### src/verilog/mqp_pkg.sv
// Package for the message queue pointer register bank.
package mqp_pkg;

    // ======================================================================
    // Register offsets (byte addresses on the host side).
    // ======================================================================
    localparam logic [7:0] INBOUND_FREE_HEAD_OFS = 8'hC8;
    localparam logic [7:0] INBOUND_FREE_TAIL_OFS = 8'hCC;
    localparam logic [7:0] INBOUND_POST_HEAD_OFS = 8'hD0;
    localparam logic [7:0] INBOUND_POST_TAIL_OFS = 8'hD4;
    localparam logic [7:0] OUTBOUND_FREE_HEAD_OFS = 8'hD8;
    localparam logic [7:0] OUTBOUND_FREE_TAIL_OFS = 8'hDC;
    localparam logic [7:0] OUTBOUND_POST_HEAD_OFS = 8'hE0;
    localparam logic [7:0] OUTBOUND_POST_TAIL_OFS = 8'hE4;
    localparam logic [8:0] LOCAL_OFS_BASE = 9'h080;

    // ======================================================================
    // Field layout and reset values.
    // ======================================================================
    localparam int PTR_LSB = 2;
    localparam int PTR_MSB = 19;
    localparam int BASE_LSB = 20;
    localparam int PTR_W = PTR_MSB - PTR_LSB + 1;
    localparam logic [PTR_W-1:0] PTR_RST = 18'h00000;
    localparam logic [PTR_W-1:0] PTR_STEP = 18'h00001;
    localparam logic [4:0] QSIZE_RST = 5'h01;
    localparam logic [31:0] BAD_ADDR_DATA = 32'h00000000;

    // Queue selector inside the local memory region.
    typedef enum logic [1:0] {
        MQP_Q_IN_FREE = 2'h0,
        MQP_Q_IN_POST = 2'h1,
        MQP_Q_OUT_POST = 2'h2,
        MQP_Q_OUT_FREE = 2'h3
    } mqp_queue_t;

    // Register access request from one of the two buses.
    typedef struct packed {
        logic wr;
        logic rd;
        logic [8:0] addr;
        logic [31:0] wdata;
    } mqp_req_t;

    // Hardware queue step strobes.
    typedef struct packed {
        logic in_free_take;
        logic in_post_put;
        logic out_free_put;
        logic out_post_take;
    } mqp_step_t;

    // Per-queue local memory addresses.
    typedef struct packed {
        logic [31:0] in_free;
        logic [31:0] in_post;
        logic [31:0] out_post;
        logic [31:0] out_free;
    } mqp_addr_t;

endpackage

### src/verilog/mqp_ptr.sv
// One queue pointer: software-written offset with optional hardware stepping.
`timescale 1ns/1ns
module mqp_ptr #(
    parameter bit HW_STEP = 1'b0
) (
    input wire logic clk,
    input wire logic sys_rst,
    input wire logic wr_en,
    input wire logic [mqp_pkg::PTR_W-1:0] wr_val,
    input wire logic step,
    input wire logic [mqp_pkg::PTR_W-1:0] wrap_mask,
    output logic [mqp_pkg::PTR_W-1:0] ptr
);
    import mqp_pkg::*;

    logic [PTR_W-1:0] ptr_r;
    logic [PTR_W-1:0] ptr_nxt;

    // A hardware step in the same cycle as a software write wins, so no
    // consumed or posted entry is forgotten.
    always_comb begin
        ptr_nxt = ptr_r;
        if (wr_en) begin
            ptr_nxt = wr_val & wrap_mask;
        end
        if (HW_STEP && step) begin
            ptr_nxt = (ptr_r + PTR_STEP) & wrap_mask;
        end
    end

    always_ff @(posedge clk) begin
        if (sys_rst) begin
            ptr_r <= PTR_RST;
        end else begin
            ptr_r <= ptr_nxt;
        end
    end

    assign ptr = ptr_r;
endmodule

### src/verilog/mqp_regs.sv
// Message queue pointer register bank, reachable from host and local bus.
//
// Notes on behaviour
// - Hardware steps inbound free tail per consumed entry, wrapping at queue size.
// - Hardware steps inbound post head per posted entry, wrapping at queue size.
// - Hardware steps outbound free head per returned entry, wrapping at queue size.
// - Hardware steps outbound post tail per taken entry, wrapping at queue size; all pointers reset zero.
// - Inbound free at base; inbound post at base plus one queue size.
// - Outbound post at base plus two queue sizes plus its tail.
// - Outbound free at base plus three queue sizes plus its head.
`timescale 1ns/1ns
module mqp_regs (
    input wire logic clk,
    input wire logic sys_rst,
    input wire mqp_pkg::mqp_req_t host_req,
    output logic [31:0] host_rdata,
    input wire mqp_pkg::mqp_req_t local_req,
    output logic [31:0] local_rdata,
    input wire logic [31:0] queue_base,
    input wire logic [4:0] queue_size,
    input wire mqp_pkg::mqp_step_t step,
    output mqp_pkg::mqp_addr_t qaddr,
    output logic [mqp_pkg::PTR_W-1:0] in_post_tail_ptr,
    output logic [mqp_pkg::PTR_W-1:0] out_post_head_ptr,
    output logic [mqp_pkg::PTR_W-1:0] out_free_tail_ptr,
    output logic [mqp_pkg::PTR_W-1:0] in_free_head_ptr
);
    import mqp_pkg::*;

    // ======================================================================
    // Queue size decode.
    // ======================================================================
    // Size code 1 is 64 KB, doubling per higher set code bit up to 1 MB. One queue
    // then spans queue bytes; the pointer wraps inside it.
    // A size code of zero falls to the smallest queue, so a cleared size
    // field never leaves the pointers without a wrap point.
    logic [20:0] qbytes;
    logic [PTR_W:0] qents;
    logic [PTR_W-1:0] wrap_mask;

    always_comb begin
        if (queue_size[4]) begin
            qbytes = 21'h100000;
        end else if (queue_size[3]) begin
            qbytes = 21'h080000;
        end else if (queue_size[2]) begin
            qbytes = 21'h040000;
        end else if (queue_size[1]) begin
            qbytes = 21'h020000;
        end else begin
            qbytes = 21'h010000;
        end
        // One spare bit holds the 1 MB entry count, which overflows the field.
        qents = qbytes[PTR_MSB+1:PTR_LSB] - {1'b0, PTR_STEP};
        wrap_mask = qents[PTR_W-1:0];
    end

    // ======================================================================
    // Address decode. The local bus sees the bank at the host offset plus
    // a fixed displacement; host writes win over local writes in one cycle.
    // ======================================================================
    logic [7:0] wr_sel;
    logic [PTR_W-1:0] wr_val;

    function automatic logic [7:0] sel_of(input logic [8:0] a);
        logic [7:0] s;
        s = 8'h00;
        if (a == {1'b0, INBOUND_FREE_HEAD_OFS}) begin
            s[0] = 1'b1;
        end else if (a == {1'b0, INBOUND_FREE_TAIL_OFS}) begin
            s[1] = 1'b1;
        end else if (a == {1'b0, INBOUND_POST_HEAD_OFS}) begin
            s[2] = 1'b1;
        end else if (a == {1'b0, INBOUND_POST_TAIL_OFS}) begin
            s[3] = 1'b1;
        end else if (a == {1'b0, OUTBOUND_FREE_HEAD_OFS}) begin
            s[4] = 1'b1;
        end else if (a == {1'b0, OUTBOUND_FREE_TAIL_OFS}) begin
            s[5] = 1'b1;
        end else if (a == {1'b0, OUTBOUND_POST_HEAD_OFS}) begin
            s[6] = 1'b1;
        end else if (a == {1'b0, OUTBOUND_POST_TAIL_OFS}) begin
            s[7] = 1'b1;
        end
        return s;
    endfunction

    logic [8:0] local_host_addr;
    assign local_host_addr = local_req.addr - LOCAL_OFS_BASE;

    // A local write that meets a host write in the same cycle is lost, so
    // the two sides must not write to the bank at the same moment, even to different pointers.
    always_comb begin
        wr_sel = 8'h00;
        wr_val = PTR_RST;
        if (host_req.wr) begin
            wr_sel = sel_of(host_req.addr);
            wr_val = host_req.wdata[PTR_MSB:PTR_LSB];
        end else if (local_req.wr) begin
            wr_sel = sel_of(local_host_addr);
            wr_val = local_req.wdata[PTR_MSB:PTR_LSB];
        end
    end

    // ======================================================================
    // The eight pointers.
    // ======================================================================
    logic [PTR_W-1:0] ptr [8];
    logic [7:0] hw_step;

    // Index order matches wr_sel bit order.
    // Software-kept slots get a constant zero, so only a bus write moves them.
    assign hw_step = {step.out_post_take, 1'b0, 1'b0, step.out_free_put,
                      1'b0, step.in_post_put, step.in_free_take, 1'b0};

    // Indexes 0, 3, 5 and 6 are software-kept; the rest step in hardware.
    for (genvar i = 0; i < 8; i++) begin : g_ptr
        mqp_ptr #(
            .HW_STEP((i == 1) || (i == 2) || (i == 4) || (i == 7))
        ) u_ptr (
            .clk(clk),
            .sys_rst(sys_rst),
            .wr_en(wr_sel[i]),
            .wr_val(wr_val),
            .step(hw_step[i]),
            .wrap_mask(wrap_mask),
            .ptr(ptr[i])
        );
    end

    // ======================================================================
    // Read paths.
    // ======================================================================
    function automatic logic [31:0] rd_of(input logic [8:0] a);
        logic [7:0] s;
        logic [31:0] d;
        s = sel_of(a);
        d = BAD_ADDR_DATA;
        for (int k = 0; k < 8; k++) begin
            if (s[k]) begin
                // Low two bits read zero; top bits mirror the base.
                d = {queue_base[31:BASE_LSB], ptr[k], 2'b00};
            end
        end
        return d;
    endfunction

    // Each bus has its own read flop, so a read on one side never disturbs
    // the data that the other side is still looking at. The value holds
    // until the next read on that bus.
    logic [31:0] host_rdata_r;
    logic [31:0] host_rdata_nxt;
    logic [31:0] local_rdata_r;
    logic [31:0] local_rdata_nxt;

    always_comb begin
        host_rdata_nxt = host_rdata_r;
        local_rdata_nxt = local_rdata_r;
        if (host_req.rd) begin
            host_rdata_nxt = rd_of(host_req.addr);
        end
        if (local_req.rd) begin
            local_rdata_nxt = rd_of(local_host_addr);
        end
    end

    always_ff @(posedge clk) begin
        if (sys_rst) begin
            host_rdata_r <= BAD_ADDR_DATA;
            local_rdata_r <= BAD_ADDR_DATA;
        end else begin
            host_rdata_r <= host_rdata_nxt;
            local_rdata_r <= local_rdata_nxt;
        end
    end

    assign host_rdata = host_rdata_r;
    assign local_rdata = local_rdata_r;

    // ======================================================================
    // Queue entry addresses. Only the base bits above the 1 MB line count,
    // which is why misaligned bases are silently rounded down.
    // ======================================================================
    logic [31:0] base_al;
    logic [31:0] q1;
    logic [31:0] q2;
    logic [31:0] q3;
    logic [31:0] ofs_in_free;
    logic [31:0] ofs_in_post;
    logic [31:0] ofs_out_post;
    logic [31:0] ofs_out_free;
    assign base_al = {queue_base[31:BASE_LSB], 20'h00000};
    assign q1 = {11'h000, qbytes};
    // The four regions span at most 4 MB, so the doubled size cannot lose
    // its top bit.
    assign q2 = {q1[30:0], 1'b0};
    assign q3 = q2 + q1;

    // Pointer fields are put back at their byte position.
    assign ofs_in_free = {12'h000, ptr[1], 2'b00};
    assign ofs_in_post = {12'h000, ptr[2], 2'b00};
    assign ofs_out_post = {12'h000, ptr[7], 2'b00};
    assign ofs_out_free = {12'h000, ptr[4], 2'b00};

    always_comb begin
        qaddr.in_free = base_al + ofs_in_free;
        qaddr.in_post = base_al + q1 + ofs_in_post;
        qaddr.out_post = base_al + q2 + ofs_out_post;
        qaddr.out_free = base_al + q3 + ofs_out_free;
    end

    // Software-kept pointers, offered for full and empty comparison.
    // The queue logic outside compares them against the hardware pointers.
    assign in_free_head_ptr = ptr[0];
    assign in_post_tail_ptr = ptr[3];
    assign out_free_tail_ptr = ptr[5];
    assign out_post_head_ptr = ptr[6];
endmodule
### config.mk
export PLATFORM = sky130hd
export DESIGN_NAME = mqp_regs
export DESIGN_NICKNAME = d
export VERILOG_FILES = /design/src/verilog/mqp_pkg.sv /design/src/verilog/mqp_ptr.sv /design/src/verilog/mqp_regs.sv
export SDC_FILE = /design/constraint.sdc
export NUM_CORES = 1
export LEC_CHECK = 0
export BUFFER_PORTS_ARGS = -buffer_cell sky130_fd_sc_hd__buf_2
export CAP_MARGIN = 10
export CORE_ASPECT_RATIO = 0.5
export CORE_MARGIN = 2
export CORE_UTILIZATION = 49
export DETAILED_ROUTE_END_ITERATION = 7
export MAX_ROUTING_LAYER = met4
export PLACE_DENSITY_LB_ADDON = 0.08
export RECOVER_POWER = 50
export SYNTH_ARGS = -nofsm -noshare
export SYNTH_HDL_FRONTEND = slang
export SYNTH_HIERARCHICAL = 1
export SYNTH_SLANG_ARGS = --single-unit
export TNS_END_PERCENT = 20
### constraint.sdc
create_clock -name clk -period 3.9 [get_ports clk]
set_input_delay 0.585 -clock clk [delete_from_list [all_inputs] [get_ports clk]]
set_output_delay 0.585 -clock clk [all_outputs]
set_load 0.01 [all_outputs]
Word-level counts from Yosys, hierarchy flattened
Cells that the tools add are included.
W data, S select, Z words.
- flip-flop bits (word level): 208
- bits in latches: 0
- RAM bits: 0
- ROM bits: 0
- bits of input ports: 129
- output and inout port bits: 264
- logic and storage cells: 115
- memories: 0
- $add $sub $neg: 14
- multiply operators: 0
- divide/modulo/power cells: 0
- order comparisons: 0
- equality and inequality tests: 16
- shift-type cells: 0
- muxes and demuxes: 66
- bitwise logic cells: 5
- reduce and logical (&&, ||, !) cells: 4
- operator list (cell ; count):
    $mux W32 ; 16
    $mux W18 ; 11
    $eq A9 B8 Y1 const B ; 16
    $add A32 B20 Y32 ; 4
    $and A18 B18 Y18 ; 5
    $add A18 B1 Y18 const B ; 4
    $add A32 B21 Y32 ; 1
    $add A32 B22 Y32 ; 1
    $add A32 B23 Y32 ; 1
    $mux W7 ; 4
    $add A22 B21 Y23 ; 1
    $mux W21 ; 1
    $mux W1 ; 20
    $mux W20 ; 1
    $mux W19 ; 1
    $sub A18 B1 Y18 const B ; 1
    $mux W8 ; 2
    $mux W6 ; 2
    $mux W5 ; 2
    $sub A9 B8 Y9 const B ; 1
    $mux W4 ; 2
    $reduce_bool A2 Y1 ; 4
    $mux W3 ; 2
    $mux W2 ; 2

Longest topological paths before layout
- depth in word-level cells: 18
- mapped depth: 14
- gate-level depth less buffers: 14

Modules after synthesis
The synthesis kept the hierarchy.
- modules (own cells, without submodules) (module ; times used ; cells an instance ; area each (um^2) ; seq. area each (um^2)):
    mqp_regs ; 1 ; 985 ; 7118.1 ; 1201.2
    mqp_ptr (g_ptr[1].u_ptr ...) ; 4 ; 162 ; 1278.7 ; 360.3
    mqp_ptr (g_ptr[0].u_ptr ...) ; 4 ; 78 ; 704.4 ; 360.3

Worst setup path after synthesis
No wires, ideal clock.
- path kind: input -> output
- start point: input queue_size[3]
- end point: output qaddr[27] in the netlist's numbering
- arrival time: 3.719 ns
- data required time: 3.315 ns
- path slack: -0.404 ns
- cell stages on the path: 12
- path buffers: 0
- cell sequence: nor2_1 -> inv_1 -> nor3_1 -> inv_1 -> fa_1 -> inv_1 -> ha_1 -> fa_1 -> a21o_1 -> a21oi_1 -> o21bai_1 -> o311ai_0
- RTL lines (what ; RTL line ; text):
    from (decl) ; mqp_regs.sv:20 ; input wire logic [4:0] queue_size,
    to (decl) ; mqp_regs.sv:22 ; output mqp_pkg::mqp_addr_t qaddr,

==> metrics.md <==
| Metric | Value |
|---|---|
| Slew Limit Fails | `0` |
| Post-CTS Setup Inserts | `0` |
| Reg power frac | `0.430` |
| Switching power | `1570 uW` |
| Inst Count DP | `2724` |
| Layout cells sized above 1 | `0.149` |
| PnR Total Power | `5050 uW` |
| Slew @ Worst Pin | `1.15 ns` |
| Async set-reset flop share out of synthesis | `0` |
| CTS H-tree lvls | `1` |
| Number of max-cap violations | `0` |
| Final Critical Period | `3.81 ns` |
| Syn Std Cell Area | `15100 um^2` |
| Worst reg-to-reg setup slack | `1.68 ns` |
| Syn_area_per_cell | `7.74 um^2` |
| Port Buffers | `331` |
| R2r endpoint | `g_ptr[2].u_ptr/ptr[15]` |
| Register clock-pin slew on the reported worst setup and hold paths | `0.06 ns` |
| Synth area leaders | `dfxtp_1 (27%), a21oi_1 (7.1%), o21ai_0 (4.2%), nand2b_1 (3.9%), nand3_1 (3.4%)` |
| EDFF count, synth | `0` |
| Ys flop type | `dfxtp_1` |
| Finish-stage setup viols | `0` |
| Final Hold Fails | `0` |
| Fin cells | `2763` |
| Initial antenna violation count | `1` |
| Hpwl dp | `46.3 mm` |
| CTS tree | `yes` |
| DRC violations left | `0` |
| Hold crit path type | `primary input to register` |
| Nets | `2506` |
| Final ANT Viol Nets | `0` |
| Flops & latches, synth | `204` |
| Cts bufs inserted | `21` |
| Clock buffer depth | `3` |
| Setup CP Type | `primary input to output port` |
| Pwr Density | `282 nW/um^2` |
| Sequential area share after synthesis | `0.271` |
| Fin crit share | `0.977` |
| WP data required | `3.31 ns` |
| Worst skew pair latency | `0.53 ns` |
| Leakage Power | `0.00659 uW` |
| Critical path endpoint category | `output port` |
| CP Data Arrival Time | `3.22 ns` |
| Row count | `45` |
| DIE WIDTH | `252 um` |
| Min-Delay Startpoint | `queue_base[21]` |
| Status | `complete, no violations` |
| Core Region | `30300 um^2` |
| Total routed wirelength | `64.3 mm` |
| Post-Route Skew | `0.0133 ns` |
| Largest net degree at the start of global routing | `78` |
| Post-synth top area share | `0.271` |
| GP Congestion | `0.960` |
| Multi-input gate area | `10600 um^2` |
| Post-Route Utilization | `0.592` |
| Startpoint types | `primary input` |
| Router iterations before antenna repair | `5` |
| DRT iter0 DRCs | `2213` |
| Post-Synthesis Cells | `1945` |
| Cell taking the most area after synthesis | `dfxtp_1` |
| Vias in the first global route | `14892` |
| Worst hold margin | `0.474 ns` |
| Worst r2r src | `g_ptr[2].u_ptr/ptr[5]` |
| Fraction of power consumed by combinational cells | `0.171` |
| Max Clock Freq | `263 MHz` |
| Worst Hold Depth | `3` |
| Crit-path max FO | `4` |
| Worst VDD drop | `229 uV` |
| Global-route wire length before repair | `95.1 mm` |
| Internal power | `3480 uW` |
| Drt via density | `6.20` |
| Die Ht | `128 um` |
| Sw Share | `0.310` |
| Netlist cell types | `86` |
| Area growth, synth to finish | `19.1%` |
| WL/cell | `23.3 um` |
| Ys Warns | `6` |
| DIE AREA | `32200 um^2` |
| Tot GR Track Use | `0.397` |
| CTS sink count | `204` |
| Grt total ovfl | `0` |
| WHS Endpoint | `host_rdata[21]` |
| Worst reg2reg path depth | `5` |
| Filler cells | `3002` |
| Hold-fix buffers, CTS | `0` |
| Seq. cell area | `4090 um^2` |
| Slew margin rel. | `0.231` |
| Via count | `17122` |
| Root Driver | `clkbuf_16` |
| Starting density of the core | `0.497` |
| Top Ports | `393` |
| Clock power share | `0.399` |
==> metal layers <==
layer,up-vias,part of all wire,track usage
met2,1052,0.42,0.575
met1,8060,0.43,0.553
met3,157,0.12,0.0806
met5,-,0,-
li1,7853,-,-
met4,0,0.036,0.122
==> state kept, by name, summed over array words and instances (netlist names) <==
register and cells:
g_ptr.u_ptr/ptr 144, local_rdata 30, host_rdata 30
==> per-stage QoR <==
| stage | area [um^2] | setup slack [ns] | TNS, ns |
|---|---|---|---|
| floorplan | 15700 | 0.0240 | 0 |
| global placement | 17500 | -0.0869 | -0.222 |
| detailed placement | 17500 | -0.129 | -0.451 |
| CTS | 18100 | 0.00174 | 0 |
| global route | 17900 | -0.0123 | -0.0326 |
| finish | 17900 | 0.0916 | 0 |
==> worst max-delay path by stage <==
| stage | start | endpoint | slack [ns] | cells past startpoint |
|---|---|---|---|---|
| 6_report | queue_size[3] | qaddr[26] | 0.09 | 16 |
| 5_1_grt | queue_size[3] | qaddr[23] | -0.01 | 16 |
| 4_1_cts | queue_size[3] | qaddr[26] | 0.002 | 16 |
| 3_5_place_dp | queue_size[3] | qaddr[23] | -0.13 | 16 |
| 3_3_place_gp | queue_size[3] | qaddr[23] | -0.09 | 16 |
| 2_1_floorplan | queue_size[3] | qaddr[23] | 0.02 | 14 |
==> synth_stat cells, types with 23 or more instances <==
| cell type | number |
|---|---|
| a21oi_1 | 215 |
| dfxtp_1 | 204 |
| o21ai_0 | 126 |
| nor2_1 | 120 |
| nand2_1 | 114 |
| nand3_1 | 101 |
| nand2b_1 | 94 |
| clkbuf_1 | 80 |
| nor2b_1 | 77 |
| inv_1 | 57 |
| a22oi_1 | 45 |
| xnor2_1 | 45 |
| nor3_1 | 34 |
| buf_2 | 33 |
| buf_4 | 32 |
| o22ai_1 | 28 |
| ha_1 | 23 |
==> power by group through the flow <==
stage	registers, uW	clock network, uW	logic [uW]
after CTS	2170	2030	837
final	2170	2010	865
after global routing	2170	2110	932
after detailed placement	2210	0	832
after global placement	2210	0	829
after floorplan	2190	0	531
==> critical path, cell delays in order <==
cell	delay (ns)
buf_2	0.12
nor2_4	0.11
inv_2	0.06
nor2_1	0.10
and2_4	0.15
inv_1	0.06
buf_4	0.14
fa_1	0.48
inv_2	0.06
ha_4	0.21
a21oi_2	0.14
o21ai_1	0.09
o41a_1	0.52
nand4_1	0.13
xnor2_1	0.12
buf_2	0.14
==> cells by family after synthesis <==
| kind of cell | share of synthesized area |
|---|---|
| and+or+nand+nor | 0.267 |
| muxes | 0.0170 |
| other | 0.000499 |
| DFF | 0.271 |
| adders and majority gates | 0.0271 |
| AOI/OAI and AO/OA | 0.306 |
| buffers and inverters | 0.0779 |
| xor gates and xnor gates | 0.0326 |
==> cell type report <==
cell class              instances  area share
repair buffers                395       0.105
well taps                     399      0.0279
multi-input cells            1664       0.589
inverters                      62      0.0130
flip-flops and latches        204       0.228
clock inverters                 7     0.00251
diodes                          1    0.000140
clock buffers                  31      0.0342
==> cell usage in the layout, fill, tap and decap left out, types with 11 or more instances in the layout <==
cell | netlist | layout
clkbuf_16 | 0 | 21
nor2b_1 | 77 | 74
conb_1 | 2 | 164
nor4_1 | 13 | 13
a31o_2 | 16 | 16
xor2_1 | 11 | 11
a22o_1 | 22 | 22
xnor2_1 | 45 | 45
nand2b_1 | 94 | 94
o211ai_1 | 17 | 17
a31oi_1 | 16 | 16
a21oi_1 | 215 | 212
a221oi_1 | 21 | 21
and3b_1 | 21 | 21
a211oi_2 | 12 | 12
nand2_1 | 114 | 114
nand3_1 | 101 | 100
o22ai_1 | 28 | 27
nor3_1 | 34 | 32
nor4_2 | 12 | 12
a311oi_1 | 17 | 17
buf_2 | 33 | 130
o21a_1 | 20 | 20
dfxtp_1 | 204 | 203
a22oi_1 | 45 | 45
o32ai_1 | 16 | 14
a211oi_1 | 19 | 19
o31ai_1 | 14 | 12
nand4_1 | 20 | 20
clkbuf_1 | 80 | 208
ha_1 | 23 | 21
o21ai_0 | 126 | 121
nor2_1 | 120 | 119
buf_4 | 32 | 61
mux2i_1 | 21 | 21
inv_1 | 57 | 54
==> repair_timing <==
action / 4_1_cts / 5_1_grt
resized for setup: 4 / 16
endpoints found under the setup margin: 5 / 12
pin swaps: 1 / 8
(Power assumes the default switching activity.)
